$ cat src/verilog/sdadc_pkg.sv
// constants shared by the converter control block and its clock divider
package sdadc_pkg;
   // ***************************************************************
   // register byte offsets
   // ***************************************************************
   localparam logic [7:0]  OFS_CONTROL   = 8'h00;
   localparam logic [7:0]  OFS_CONFIG    = 8'h04;
   localparam logic [7:0]  OFS_MODE      = 8'h08;
   localparam logic [7:0]  OFS_BUFFER    = 8'h0C;
   localparam logic [7:0]  OFS_MODCLK    = 8'h10;
   localparam logic [7:0]  OFS_DECIM_HI  = 8'h14;
   localparam logic [7:0]  OFS_DECIM_LO  = 8'h18;
   localparam logic [7:0]  OFS_OFFSET    = 8'h1C;
   localparam logic [7:0]  OFS_GAIN      = 8'h20;
   localparam logic [7:0]  OFS_RESULT    = 8'h24;
   localparam logic [7:0]  OFS_FAST      = 8'h28;
   // ***************************************************************
   // field positions
   // ***************************************************************
   localparam int          MODE_SM_LSB   = 0;
   localparam int          MODE_EN_BIT   = 7;
   localparam int          MODE_BUSY_BIT = 8;
   localparam int          MODE_DONE_BIT = 9;
   localparam int          CFG_REF_BIT   = 0;
   localparam int          BUF_POS_LSB   = 0;
   localparam int          BUF_NEG_LSB   = 2;
   // ***************************************************************
   // reset values
   // ***************************************************************
   localparam logic [23:0] RST_GAIN      = 24'h800000;
   localparam logic [23:0] RST_OFFSET    = 24'h000000;
   localparam logic [10:0] RST_DECIM     = 11'h013;
   localparam logic [7:0]  RST_MODCLK    = 8'h09;
   // ***************************************************************
   // system mode codes and buffer codes
   // ***************************************************************
   localparam logic [2:0]  SM_IDLE       = 3'h0;
   localparam logic [2:0]  SM_INT_FULL   = 3'h3;
   localparam logic [2:0]  SM_INT_OFS    = 3'h4;
   localparam logic [2:0]  SM_INT_GAIN   = 3'h5;
   localparam logic [2:0]  SM_SYS_OFS    = 3'h6;
   localparam logic [2:0]  SM_SYS_GAIN   = 3'h7;
   localparam logic [1:0]  BUF_BYPASS    = 2'h0;
   localparam logic [1:0]  BUF_LOW       = 2'h1;
   localparam logic [1:0]  BUF_HIGH      = 2'h2;
   // ***************************************************************
   // timing and arithmetic
   // ***************************************************************
   localparam int          OVERSAMPLE    = 128;
   localparam int          FRAC_BITS     = 23;
   localparam logic [5:0]  DIV_LAST      = 6'h22;
endpackage : sdadc_pkg

$ cat src/verilog/cdiv_if.sv
// link between the control block and the modulator clock divider
interface cdiv_if;
   logic       en;   // converter powered, clocks may run
   logic [7:0] div;  // modulator clock divisor minus one
   logic       tick; // one modulator clock period elapsed
   logic       samp; // one modulator sample taken
   modport ctrl (output en, output div, input tick, input samp);
   modport gen  (input en, input div, output tick, output samp);
endinterface : cdiv_if

$ cat src/verilog/sdadc_ctrl.sv
// sigma-delta converter control, decimation and calibration sequencer
module sdadc_ctrl #(
   parameter bit WIDE_RESULT = 1'b1  // 0 gives the 16-bit variant
) (
   input  wire logic        sys_clk,      // 25 MHz system clock
   input  wire logic        rst_n,        // synchronous reset, active low
   input  wire logic [7:0]  paddr,        // apb address
   input  wire logic        psel,         // apb select
   input  wire logic        penable,      // apb enable
   input  wire logic        pwrite,       // apb direction
   input  wire logic [31:0] pwdata,       // apb write data
   output logic      [31:0] prdata,       // apb read data
   output logic             pready,       // apb ready
   output logic             pslverr,      // apb error, unmapped address
   input  wire logic        mod_bit,      // modulator bitstream
   output logic             adc_power_on, // analog section powered
   output logic             ref_ext_sel,  // external reference chosen
   output logic      [2:0]  amp_gain_sel, // gain code, gain is 2**code
   output logic      [1:0]  buf_pos_sel,  // positive input buffer
   output logic      [1:0]  buf_neg_sel,  // negative input buffer
   output logic             in_short_analog_ground,// inputs tied to analog ground
   output logic             in_fullscale, // inputs tied to ref over gain
   output logic             mod_clk_tick, // modulator clock enable
   output logic             conv_irq,     // converter interrupt pulse
   output logic             result_valid, // new main filter word
   output logic             fast_valid    // new fast filter word
);
   // ***************************************************************
   // types and helpers
   // ***************************************************************
   typedef enum logic [2:0] {
      S_IDLE = 3'h1,
      S_MEAS = 3'h2,
      S_DIV  = 3'h4
   } cal_state_t;

   typedef struct packed {
      cal_state_t  st;
      logic        en;
      logic [2:0]  sm;
      logic        ref_ext;
      logic [2:0]  gn;
      logic [3:0]  buff;
      logic [7:0]  mdiv;
      logic [10:0] decim_field;
      logic [23:0] off;
      logic [23:0] gain;
      logic        busy;
      logic        done;
      logic        irq;
      logic        second;
      logic        is_gain;
      logic        is_int;
      logic        short;
      logic        fs;
      logic [23:0] acc;
      logic [23:0] facc;
      logic [10:0] cnt;
      logic [10:0] fcnt;
      logic [23:0] res;
      logic [23:0] fres;
      logic        rvalid;
      logic        fvalid;
      logic [34:0] num;
      logic [35:0] rem;
      logic [34:0] quo;
      logic [24:0] den;
      logic [5:0]  step;
      logic [31:0] prdata;
      logic        pready;
      logic        pslverr;
   } ctrl_state_t;

   // offset subtraction then 1.23 gain multiply
   function automatic logic [23:0] correct(input logic [23:0] raw, input logic [23:0] o,
                                           input logic [23:0] g);
      logic signed [24:0] diff;
      logic signed [24:0] gs;
      logic signed [49:0] prod;
      diff = $signed({raw[23], raw}) - $signed({o[23], o});
      gs   = $signed({1'b0, g});
      prod = diff * gs;
      // narrow variant keeps the upper 16 bits only
      return WIDE_RESULT ? prod[46:23] : {prod[46:31], 8'h00};
   endfunction : correct

   function automatic logic is_cal(input logic [2:0] m);
      return m == sdadc_pkg::SM_INT_FULL || m == sdadc_pkg::SM_INT_OFS || m == sdadc_pkg::SM_INT_GAIN ||
             m == sdadc_pkg::SM_SYS_OFS || m == sdadc_pkg::SM_SYS_GAIN;
   endfunction : is_cal

   ctrl_state_t q;
   ctrl_state_t d;
   cdiv_if      cdiv ();

   modclk_gen u_modclk_gen (
      .sys_clk (sys_clk),
      .rst_n   (rst_n),
      .bus     (cdiv.gen)
   );

   assign cdiv.en  = q.en;
   assign cdiv.div = q.mdiv;

   // ***************************************************************
   // next state
   // ***************************************************************
   always_comb begin
      logic        wr;
      logic        word;
      logic [23:0] delta;
      logic [23:0] sum;
      logic [23:0] fsum;
      logic [10:0] flast;
      logic [35:0] rsh;
      logic        fin;
      wr    = psel && penable && q.pready && pwrite;
      word  = 1'b0;
      delta = mod_bit ? 24'h000001 : 24'hFFFFFF;
      sum   = q.acc + delta;
      fsum  = q.facc + delta;
      flast = 11'((({1'b0, q.decim_field} + 12'h001) >> 3) - 12'h001);
      rsh   = {q.rem[34:0], q.num[34]};
      fin   = 1'b0;
      d        = q;
      d.irq    = 1'b0;
      d.rvalid = 1'b0;
      d.fvalid = 1'b0;

      // apb: read data latched in setup, ready in the access cycle
      d.pready  = psel && !penable;
      d.pslverr = 1'b0;
      if (psel && !penable) begin
         unique case (paddr)
            sdadc_pkg::OFS_CONTROL:  d.prdata = {29'h0, q.gn};
            sdadc_pkg::OFS_CONFIG:   d.prdata = {31'h0, q.ref_ext};
            sdadc_pkg::OFS_MODE:     d.prdata = {22'h0, q.done, q.busy, q.en, 4'h0, q.sm};
            sdadc_pkg::OFS_BUFFER:   d.prdata = {28'h0, q.buff};
            sdadc_pkg::OFS_MODCLK:   d.prdata = {24'h0, q.mdiv};
            sdadc_pkg::OFS_DECIM_HI: d.prdata = {29'h0, q.decim_field[10:8]};
            sdadc_pkg::OFS_DECIM_LO: d.prdata = {24'h0, q.decim_field[7:0]};
            sdadc_pkg::OFS_OFFSET:   d.prdata = {8'h0, q.off};
            sdadc_pkg::OFS_GAIN:     d.prdata = {8'h0, q.gain};
            sdadc_pkg::OFS_RESULT:   d.prdata = {8'h0, q.res};
            sdadc_pkg::OFS_FAST:     d.prdata = {8'h0, q.fres};
            default: begin
               d.prdata  = 32'h0000_0000;
               d.pslverr = 1'b1;
            end
         endcase
      end

      if (wr) begin
         unique case (paddr)
            sdadc_pkg::OFS_CONTROL:  d.gn = pwdata[2:0];
            sdadc_pkg::OFS_CONFIG:   d.ref_ext = pwdata[sdadc_pkg::CFG_REF_BIT];
            sdadc_pkg::OFS_MODE: begin
               d.en = pwdata[sdadc_pkg::MODE_EN_BIT];
               if (!q.busy) begin
                  d.sm = pwdata[sdadc_pkg::MODE_SM_LSB +: 3];
               end
               if (pwdata[sdadc_pkg::MODE_DONE_BIT]) begin
                  d.done = 1'b0;
               end
            end
            sdadc_pkg::OFS_BUFFER:   d.buff = pwdata[3:0];
            sdadc_pkg::OFS_MODCLK:   d.mdiv = pwdata[7:0];
            sdadc_pkg::OFS_DECIM_HI: d.decim_field[10:8] = pwdata[2:0];
            sdadc_pkg::OFS_DECIM_LO: d.decim_field[7:0] = pwdata[7:0];
            sdadc_pkg::OFS_OFFSET:   d.off = pwdata[23:0];
            sdadc_pkg::OFS_GAIN:     d.gain = pwdata[23:0];
            default: begin
            end
         endcase
      end

      // two filters run side by side on each modulator sample
      if (q.en && cdiv.samp) begin
         if (q.cnt == q.decim_field) begin
            word     = 1'b1;
            d.acc    = 24'h000000;
            d.cnt    = 11'h000;
            d.res    = correct(sum, q.off, q.gain);
            d.rvalid = 1'b1;
         end else begin
            d.acc = sum;
            d.cnt = q.cnt + 11'h001;
         end
         if (q.fcnt == flast) begin
            d.facc   = 24'h000000;
            d.fcnt   = 11'h000;
            d.fres   = correct(fsum, q.off, q.gain);
            d.fvalid = 1'b1;
         end else begin
            d.facc = fsum;
            d.fcnt = q.fcnt + 11'h001;
         end
      end

      // calibration sequencer
      unique case (q.st)
         S_IDLE: begin
            if (q.en && is_cal(q.sm)) begin
               d.st      = S_MEAS;
               d.busy    = 1'b1;
               d.second  = q.sm == sdadc_pkg::SM_INT_FULL;
               d.is_gain = q.sm == sdadc_pkg::SM_INT_GAIN || q.sm == sdadc_pkg::SM_SYS_GAIN;
               d.is_int  = q.sm == sdadc_pkg::SM_INT_FULL || q.sm == sdadc_pkg::SM_INT_OFS ||
                           q.sm == sdadc_pkg::SM_INT_GAIN;
               d.short   = d.is_int && !d.is_gain;
               d.fs      = d.is_int && d.is_gain;
               // a partial word would skew the measurement
               d.acc     = 24'h000000;
               d.cnt     = 11'h000;
            end
         end
         S_MEAS: begin
            if (word && !q.is_gain) begin
               d.off = sum;
               if (q.second) begin
                  d.second  = 1'b0;
                  d.is_gain = 1'b1;
                  d.short   = 1'b0;
                  d.fs      = 1'b1;
               end else begin
                  fin = 1'b1;
               end
            end else if (word) begin
               // full scale of the accumulator is the ratio itself
               d.den  = 25'($signed({sum[23], sum}) - $signed({q.off[23], q.off}));
               d.num  = 35'({1'b0, q.decim_field} + 12'h001) << sdadc_pkg::FRAC_BITS;
               d.rem  = 36'h0;
               d.quo  = 35'h0;
               d.step = 6'h00;
               d.st   = S_DIV;
            end
         end
         S_DIV: begin
            if (q.den[24] || q.den == 25'h0) begin
               d.gain = 24'hFFFFFF; // no usable slope, clamp
               fin    = 1'b1;
            end else begin
               // restoring division, one quotient bit a cycle
               d.num = {q.num[33:0], 1'b0};
               if (rsh >= {11'h0, q.den}) begin
                  d.rem = rsh - {11'h0, q.den};
                  d.quo = {q.quo[33:0], 1'b1};
               end else begin
                  d.rem = rsh;
                  d.quo = {q.quo[33:0], 1'b0};
               end
               d.step = q.step + 6'h01;
               if (q.step == sdadc_pkg::DIV_LAST) begin
                  d.gain = (|d.quo[34:24]) ? 24'hFFFFFF : d.quo[23:0];
                  fin    = 1'b1;
               end
            end
         end
         default: begin
            d.st = S_IDLE;
         end
      endcase

      if (fin) begin
         d.st    = S_IDLE;
         d.sm    = sdadc_pkg::SM_IDLE;
         d.busy  = 1'b0;
         d.done  = 1'b1;
         d.irq   = 1'b1;
         d.short = 1'b0;
         d.fs    = 1'b0;
      end

      // shutdown keeps settings but drops mode and any calibration
      if (!d.en) begin
         d.sm    = sdadc_pkg::SM_IDLE;
         d.st    = S_IDLE;
         d.busy  = 1'b0;
         d.short = 1'b0;
         d.fs    = 1'b0;
         d.acc   = 24'h000000;
         d.facc  = 24'h000000;
         d.cnt   = 11'h000;
         d.fcnt  = 11'h000;
      end
   end

   always_ff @(posedge sys_clk) begin
      if (!rst_n) begin
         q      <= '0;
         q.st   <= S_IDLE;
         q.gain <= sdadc_pkg::RST_GAIN;
         q.off  <= sdadc_pkg::RST_OFFSET;
         q.decim_field <= sdadc_pkg::RST_DECIM;
         q.mdiv <= sdadc_pkg::RST_MODCLK;
      end else begin
         q <= d;
      end
   end

   // ***************************************************************
   // outputs
   // ***************************************************************
   assign prdata        = q.prdata;
   assign pready        = q.pready;
   assign pslverr       = q.pslverr;
   assign adc_power_on  = q.en;
   assign ref_ext_sel   = q.ref_ext;
   assign amp_gain_sel  = q.gn;
   assign buf_pos_sel   = q.buff[sdadc_pkg::BUF_POS_LSB +: 2];
   assign buf_neg_sel   = q.buff[sdadc_pkg::BUF_NEG_LSB +: 2];
   assign in_short_analog_ground = q.short;
   assign in_fullscale  = q.fs;
   assign mod_clk_tick  = cdiv.tick;
   assign conv_irq      = q.irq;
   assign result_valid  = q.rvalid;
   assign fast_valid    = q.fvalid;

   function automatic logic result_valid_next();
      return q.en && cdiv.samp && q.cnt == q.decim_field;
   endfunction : result_valid_next

   logic [10:0] ns_q;
   logic        mode_wr;
   assign mode_wr = psel && penable && pready && pwrite && paddr == sdadc_pkg::OFS_MODE;
   always_ff @(posedge sys_clk) begin
      if (!rst_n || !q.en || (d.busy && !q.busy) || result_valid_next()) begin
         ns_q <= 11'h000;
      end else if (cdiv.samp) begin
         ns_q <= ns_q + 11'h001;
      end
   end
endmodule : sdadc_ctrl

$ cat src/verilog/modclk_gen.sv
// modulator clock enable divider and oversampling counter
module modclk_gen (
   input wire logic sys_clk, // system clock
   input wire logic rst_n,   // synchronous reset, active low
   cdiv_if.gen      bus      // divisor in, ticks out
);
   typedef struct packed {
      logic [7:0] div_cnt;
      logic [6:0] os_cnt;
      logic       tick;
      logic       samp;
   } gen_state_t;

   gen_state_t q;
   gen_state_t d;

   always_comb begin
      d      = q;
      d.tick = 1'b0;
      d.samp = 1'b0;
      if (!bus.en) begin
         // shutdown: counters parked, no new enables raised
         d.div_cnt = 8'h00;
         d.os_cnt  = 7'h00;
      end else if (q.div_cnt == bus.div) begin
         d.div_cnt = 8'h00;
         d.tick    = 1'b1;
         d.os_cnt  = q.os_cnt + 7'h01;
         d.samp    = (q.os_cnt == 7'(sdadc_pkg::OVERSAMPLE - 1));
      end else begin
         d.div_cnt = q.div_cnt + 8'h01;
      end
   end

   always_ff @(posedge sys_clk) begin
      if (!rst_n) begin
         q <= '0;
      end else begin
         q <= d;
      end
   end

   assign bus.tick = q.tick;
   assign bus.samp = q.samp;
endmodule : modclk_gen

$ cat config.mk
export PLATFORM = sky130hd
export DESIGN_NAME = sdadc_ctrl
export DESIGN_NICKNAME = d
export VERILOG_FILES = /design/src/verilog/sdadc_pkg.sv /design/src/verilog/cdiv_if.sv /design/src/verilog/sdadc_ctrl.sv /design/src/verilog/modclk_gen.sv
export SDC_FILE = /design/constraint.sdc
export NUM_CORES = 2
export LEC_CHECK = 0
export BUFFER_PORTS_ARGS = -buffer_cell sky130_fd_sc_hd__buf_2
export CORE_MARGIN = 1.5
export CORE_UTILIZATION = 50
export CTS_BUF_LIST = sky130_fd_sc_hd__clkbuf_16
export CTS_CLUSTER_DIAMETER = 80
export CTS_CLUSTER_SIZE = 20
export DETAILED_ROUTE_END_ITERATION = 10
export GPL_ROUTABILITY_DRIVEN = 0
export PLACE_DENSITY_LB_ADDON = 0.2
export SYNTH_ARGS = -nofsm -noshare
export SYNTH_HDL_FRONTEND = slang
export SYNTH_SLANG_ARGS = --single-unit
$ cat constraint.sdc
create_clock -name sys_clk -period 30.5 [get_ports sys_clk]
set_input_delay 3.05 -clock sys_clk [delete_from_list [all_inputs] [get_ports sys_clk]]
set_output_delay 3.05 -clock sys_clk [all_outputs]
set_load 0.01 [all_outputs]
== Word-level counts from Yosys, hierarchy flattened ==
Index checks and enable logic that the tools add are counted.

* $add $sub $neg: 13
* Multipliers: 2
* Div/mod/pow operators: 0
* Magnitude comparators: 1
* Eq/ne operators: 29
* Shifts and indexed selects: 0
* Multiplexer cells: 63
* Bitwise operators: 6
* Reductions and logical operators: 50

{| class="wikitable"
|+ Operators by type and width
! operator !! number
|-
| 2-to-1 mux 24 bit || 14
|-
| 2-to-1 mux 137 bit || 2
|-
| one-hot mux 24 bit (11 select lines) || 1
|-
| 2-to-1 mux 71 bit || 3
|-
| one-hot mux 106 bit (2 select lines) || 1
|-
| 2-to-1 mux 120 bit || 1
|-
| 2-to-1 mux 106 bit || 1
|-
| multiplier 25 x 25 -> 47 bit || 2
|-
| 2-to-1 mux 79 bit || 1
|-
| subtractor 24 x 24 -> 25 bit || 2
|-
| adder 24 bit || 2
|-
| 2-to-1 mux 11 bit || 4
|-
| >= comparator 36 x 25 -> 1 bit || 1
|-
| subtractor 36 x 25 -> 36 bit || 1
|-
| equality test 8 x 5 -> 1 bit (second input constant) || 4
|-
| 2-to-1 mux 29 bit || 1
|-
| AND reduction 2 bit || 13
|-
| logical NOT 25 bit || 1
|-
| adder 11 x 1 -> 12 bit (second input constant) || 2
|-
| equality test 8 x 6 -> 1 bit (second input constant) || 3
|-
| adder 11 x 1 -> 11 bit (second input constant) || 2
|-
| equality test 11 bit || 2
|-
| OR reduction 11 bit || 2
|-
| 2-to-1 mux 3 bit || 6
|-
| 31 further kinds || 92
|}

* Register bits: 396
* Latch bits: 0
* RAM bits: 0
* ROM bits: 0
* Input bits: 46
* Memories kept: 0

== Longest topological paths before layout ==
* Depth after elaboration: 9
* Mapped depth: 47
* Gate-level depth less buffers: 46

== By module ==
A second synthesis with hierarchy kept.

* Cells, all modules: 7438
* Area, all modules: 63910.0 sq um

{| class="wikitable"
|+ By module, submodules not included
! module !! times used !! cells an instance !! area each (sq um) !! seq. area each (sq um)
|-
| sdadc_ctrl || 1 || 7351 || 63111.8 || 7387.1
|-
| modclk_gen || 1 || 87 || 798.3 || 340.3
|}

== Worst setup path before layout ==
Ideal clock, no wire load.

* Kind: input -> register
* Start: input mod_bit
* End: register q[220] in the netlist's numbering
* Arrival: 13908 ps
* Setup slack: 16460 ps
* Stages on the path: 42
* Cells stage by stage: inv_1 ha_1 a21o_1 a21o_1 a221o_1 a31oi_1 o21bai_1 a21oi_1 o21bai_1 xor2_1 ha_1 or2_2 nor4bb_1 a211oi_1 a2111oi_0 a211oi_2 clkbuf_1 nand2_1 [... 6 more ...] xor2_1 xnor2_1 fa_1 fa_1 inv_1 fa_1 inv_1 ha_1 a21o_1 a21oi_1 o21ai_0 a31oi_1 o21ai_0 a31oi_1 xnor3_1 a31oi_1 nand3b_1 a21oi_1

* Longest elaborated chain between the ends: 4

{| class="wikitable"
|+ RTL lines
! item !! line !! text
|-
| from (decl) || sdadc_ctrl.sv:15 || <nowiki>input wire logic mod_bit,</nowiki>
|-
| 2-to-1 mux 24 bit || sdadc_ctrl.sv:119 || <nowiki>delta = mod_bit ? 24'h000001 : 24'hFFFFFF;</nowiki>
|-
| adder 24 bit || sdadc_ctrl.sv:120 || <nowiki>sum = q.acc + delta;</nowiki>
|-
| subtractor 24 x 24 -> 25 bit || sdadc_ctrl.sv:80 || <nowiki>diff = $signed({raw[23], raw}) - $signed({o[23], o});</nowiki>
|-
| multiplier 25 x 25 -> 47 bit || sdadc_ctrl.sv:82 || <nowiki>prod = diff * gs;</nowiki>
|-
| to (decl) || sdadc_ctrl.sv:92 || <nowiki>ctrl_state_t q;</nowiki>
|}

Every way passes these cells.
A chain may end at the register's enable or synchronous reset.

== Final worst setup path ==
Ends and elaborated chain as after synthesis.

==> metrics.md <==
| Metric | Value |
|---|---|
| Most frequent cells in the layout | inv_1, fa_1, nand2_1 |
| Post-cts sizing count | 0 |
| Dominant synthesized flop cell | dfxtp_1 |
| GRT Util Overall | ~28% |
| Outcome | finished clean |
| Die Ht | approximately 360 um |
| R2R Path End | q[220] |
| Worst EP required | 30.95 ns |
| Min-delay src | q[154] |
| Initial Util | between 50% and 60% |
| Post-synth EDFFs | 0 |
| Initial antenna violation count | 5 |
| RSZ-0062 raised after global routing | no |
| CP max-delay cell | fa_1 |
| Core Util, Final | 52.92% |
| #FFs+latches synth | 386 |
| Share of cells above drive strength 1 | 4.923% |
| Setup crit end kind | flop |
| Design internal power | 0.7570 mW |
| Combinational share of power | around 22% |
| Placed Instances | just under 9k |
| Final WS setup | about 15 ns |
| Dpl hpwl | 130.2 mm |
| Power Total | 1.146 mW |
| First-pass GRT wire length | 290.7 mm |
| Setup WS pre-CTS | between 10 and 15 ns |
| Post-layout min period | around 16 ns |
| Post-Syn Area | 63910 sq um |
| Clk_lat worst skew | approximately 0.63 ns |
| CTS tree | yes |
| DRT iter0 DRCs | 3612 |
| Cells after synthesis | 7431 |
| CTS Buffer Depth | 3 |
| R2R Path Start | q[269] |
| Final hold slack | 0.4535 ns |
| Die width | about 360 um |
| WL final | 179.1 mm |
| DR WL/cell | between 20 and 25 um |
| Setup TNS | 0 ns |
| Vias in the first global route | 51.88k |
| Sw power | 0.3887 mW |
| Hold path endpoint | q[155] |
| CTS Sinks | 386 |
| Sequential area share after synthesis | 12.09% |
| Largest net degree at the start of global routing | 93 |
| Worst hold path class | reg -> reg |
| Syn avg cell area | 8.601 sq um |
| Post-CTS Setup Bufs | 0 |
| Synth cell types | 98 |
| Row count | between 100 and 150 |
| H-tree depth | 1 |
| Port bufs | between 70 and 80 |
| Final nets | between 8k and 9k |
| Max-slew headroom | 21.35% |
| Dpl cell area | 65900 sq um |
| Sequential Power Share | a little over two fifths |
| Yosys top cell area share | 37.24% |
| Top cells by area, synth | fa_1, dfxtp_1, inv_1 |
| Worst-path maximum fanout | 45 |
| Setup-failing EPs final | 0 |
| Setup Skew | about 0.048 ns |
| Non-Filler Instances | 8881 |
| Worst setup SP type | input pin |
| Leak | 31.86 nW |
| First drt pass iteration count | 5 |
| Crit path max-delay family | adder cells |
| Switch share | 33.93% |
| Die ar. | 130000 sq um |
| Buf/Inv on CP | 8 |
| Vias per cell | 5.576 |
| ANT cells | 0 |
| Reg2reg setup slack | 17.99 ns |
| Worst Tran Pin Value | 1.171 ns |
| Most common cell after layout, fill and taps aside | inv_1 |
| Post-route DRC | 0 |
| Core footprint | 126200 sq um |
| Peak supply drop | about 0.043 mV |
| TritonCTS buffer count | 28 |
| Fin. max-slew vios | 0 |
| Clk pwr share | 33.9% |
| Async S/R FF share, synth | 0% |
| Syn-to-layout area delta | 4.508% |
| Crit share post-route | slightly above 50% |
| Max Cap Viol | 0 |
| Fin. Hold Viols | 0 |
| Crit-path max cell delay | 0.87 ns |
| CP most frequent cell | fa_1 |
| Antenna Nets Post-Route | 0 |
| Crit Path Category | in -> reg |
| Hold path cells | 2 |
| FF-to-FF path depth | 40 |
| Leading area contributor after synthesis | fa_1 |
| I/O Pins | 95 |
| Hold bufs inserted after CTS | 0 |
| Max Freq | around 64 MHz |
| Clk slew on worst S/H paths | 0.08 ns |
| Power Dens Cells | ~17 nW/um^2 |
| Yosys warning count | 0 |
| Fin area | 66800 sq um |
| Via count | 49.52k |
| Clock root buffer | clkbuf_16 |
| CP arrival | 15.96 ns |
| Total grt overflow | 0 |
-- per-layer routing --
| metal | global-route usage, % | share of wire, % | vias to the layer above |
|---|---|---|---|
| li1 | - | - | 22350 |
| met1 | 38.40 | 42 | 25180 |
| met2 | 46.84 | 47 | 1663 |
| met3 | 3.184 | 6.8 | 332 |
| met4 | 10.47 | 4.4 | 2 |
| met5 | 0 | 0.0084 | - |
-- layout make-up --
| cell class | count | area, sq um |
|---|---|---|
| Clock buffer | 29 | 725.7 |
| Fill cell | 11890 | 59430 |
| Timing Repair Buffer | 182 | 1171 |
| Tap cell | 1650 | 2064 |
| Clock inverter | 15 | 171.4 |
| Inverter | 1406 | 5283 |
| Sequential cell | 386 | 7767 |
| Multi-Input combinational cell | 5213 | 49610 |
-- worst max-delay path by stage --
stage	startpoint	end	slack, ns	cells past startpoint
floorplan	mod_bit	q[220]	16.46	42
global placement	mod_bit	q[220]	14.71	43
detailed placement	mod_bit	q[220]	14.56	43
CTS	mod_bit	q[220]	15.14	43
global route	mod_bit	q[220]	14.04	43
finish	mod_bit	q[220]	14.99	43
-- worst reg2reg max path: cells and delay by family, from the launching register on --
family,cells,cell delay [ns]
buf+inv,5,0.78
compound gates,16,3.90
fa+ha+maj,9,4.94
simple gates,6,1.13
xor+xnor,4,1.30
flops,1,0.32
-- sequential cells by signal (all words and copies together) (netlist names) --
| register | cells |
|---|---|
| q | 321 |
| prdata | 24 |
| u_modclk_gen.q | 15 |
| cdiv.div | 8 |
| amp_gain_sel | 3 |
| buf_neg_sel | 2 |
| buf_pos_sel | 2 |
| adc_power_on | 1 |
| conv_irq | 1 |
| fast_valid | 1 |
| in_fullscale | 1 |
| in_short_analog_ground | 1 |
| pready | 1 |
| pslverr | 1 |
| ref_ext_sel | 1 |
| result_valid | 1 |
| u_modclk_gen.bus.samp | 1 |
| u_modclk_gen.bus.tick | 1 |
-- power by group through the flow --
stage	clock, mW	sequential, mW	combinational [mW]
floorplan	0	0.516	0.144
global placement	0	0.516	0.247
detailed placement	0	0.516	0.249
CTS	0.396	0.504	0.251
global route	0.413	0.504	0.273
finish	0.388	0.504	0.254
-- cell usage after synthesis, types with 6 or more instances --
library cell,n
nand2b_1,30
xnor2_1,190
o21ai_0,150
mux2i_1,34
or3_1,15
a21o_1,81
o31ai_1,8
a311oi_1,25
nor2b_1,56
a221oi_1,14
a222oi_1,8
o211ai_1,19
a21boi_0,8
dfxtp_1,386
a22o_1,10
buf_4,42
o21bai_1,14
nor2_1,259
xor2_1,119
nor4_1,19
buf_2,7
nand3_1,199
buf_1,7
ha_1,401
or2_2,14
and3_1,38
nand4_1,27
a22oi_1,77
a21oi_1,322
a211o_1,8
and4_1,8
fa_1,1189
clkbuf_1,374
inv_1,1403
nand2_1,1058
o21a_1,26
nor3_1,41
a211oi_1,31
a31oi_1,50
and2_1,548
a31o_2,6
-- cell families (layout without fill, tap and decap cells) --
group | after synthesis | after routing | synth area share (%)
buffers and inverters | 1839 | 1632 | 11.08
other | 1 | 8 | 0.005867
adder cells (fa/ha/maj) | 1594 | 1594 | 45.15
XOR/XNOR | 314 | 314 | 4.399
flip-flops | 386 | 386 | 12.09
AO/OA/AOI/OAI | 915 | 915 | 9.177
multiplexers | 37 | 37 | 0.5912
AND/OR/NAND/NOR | 2345 | 2345 | 17.51
(Power assumes the default switching activity.)
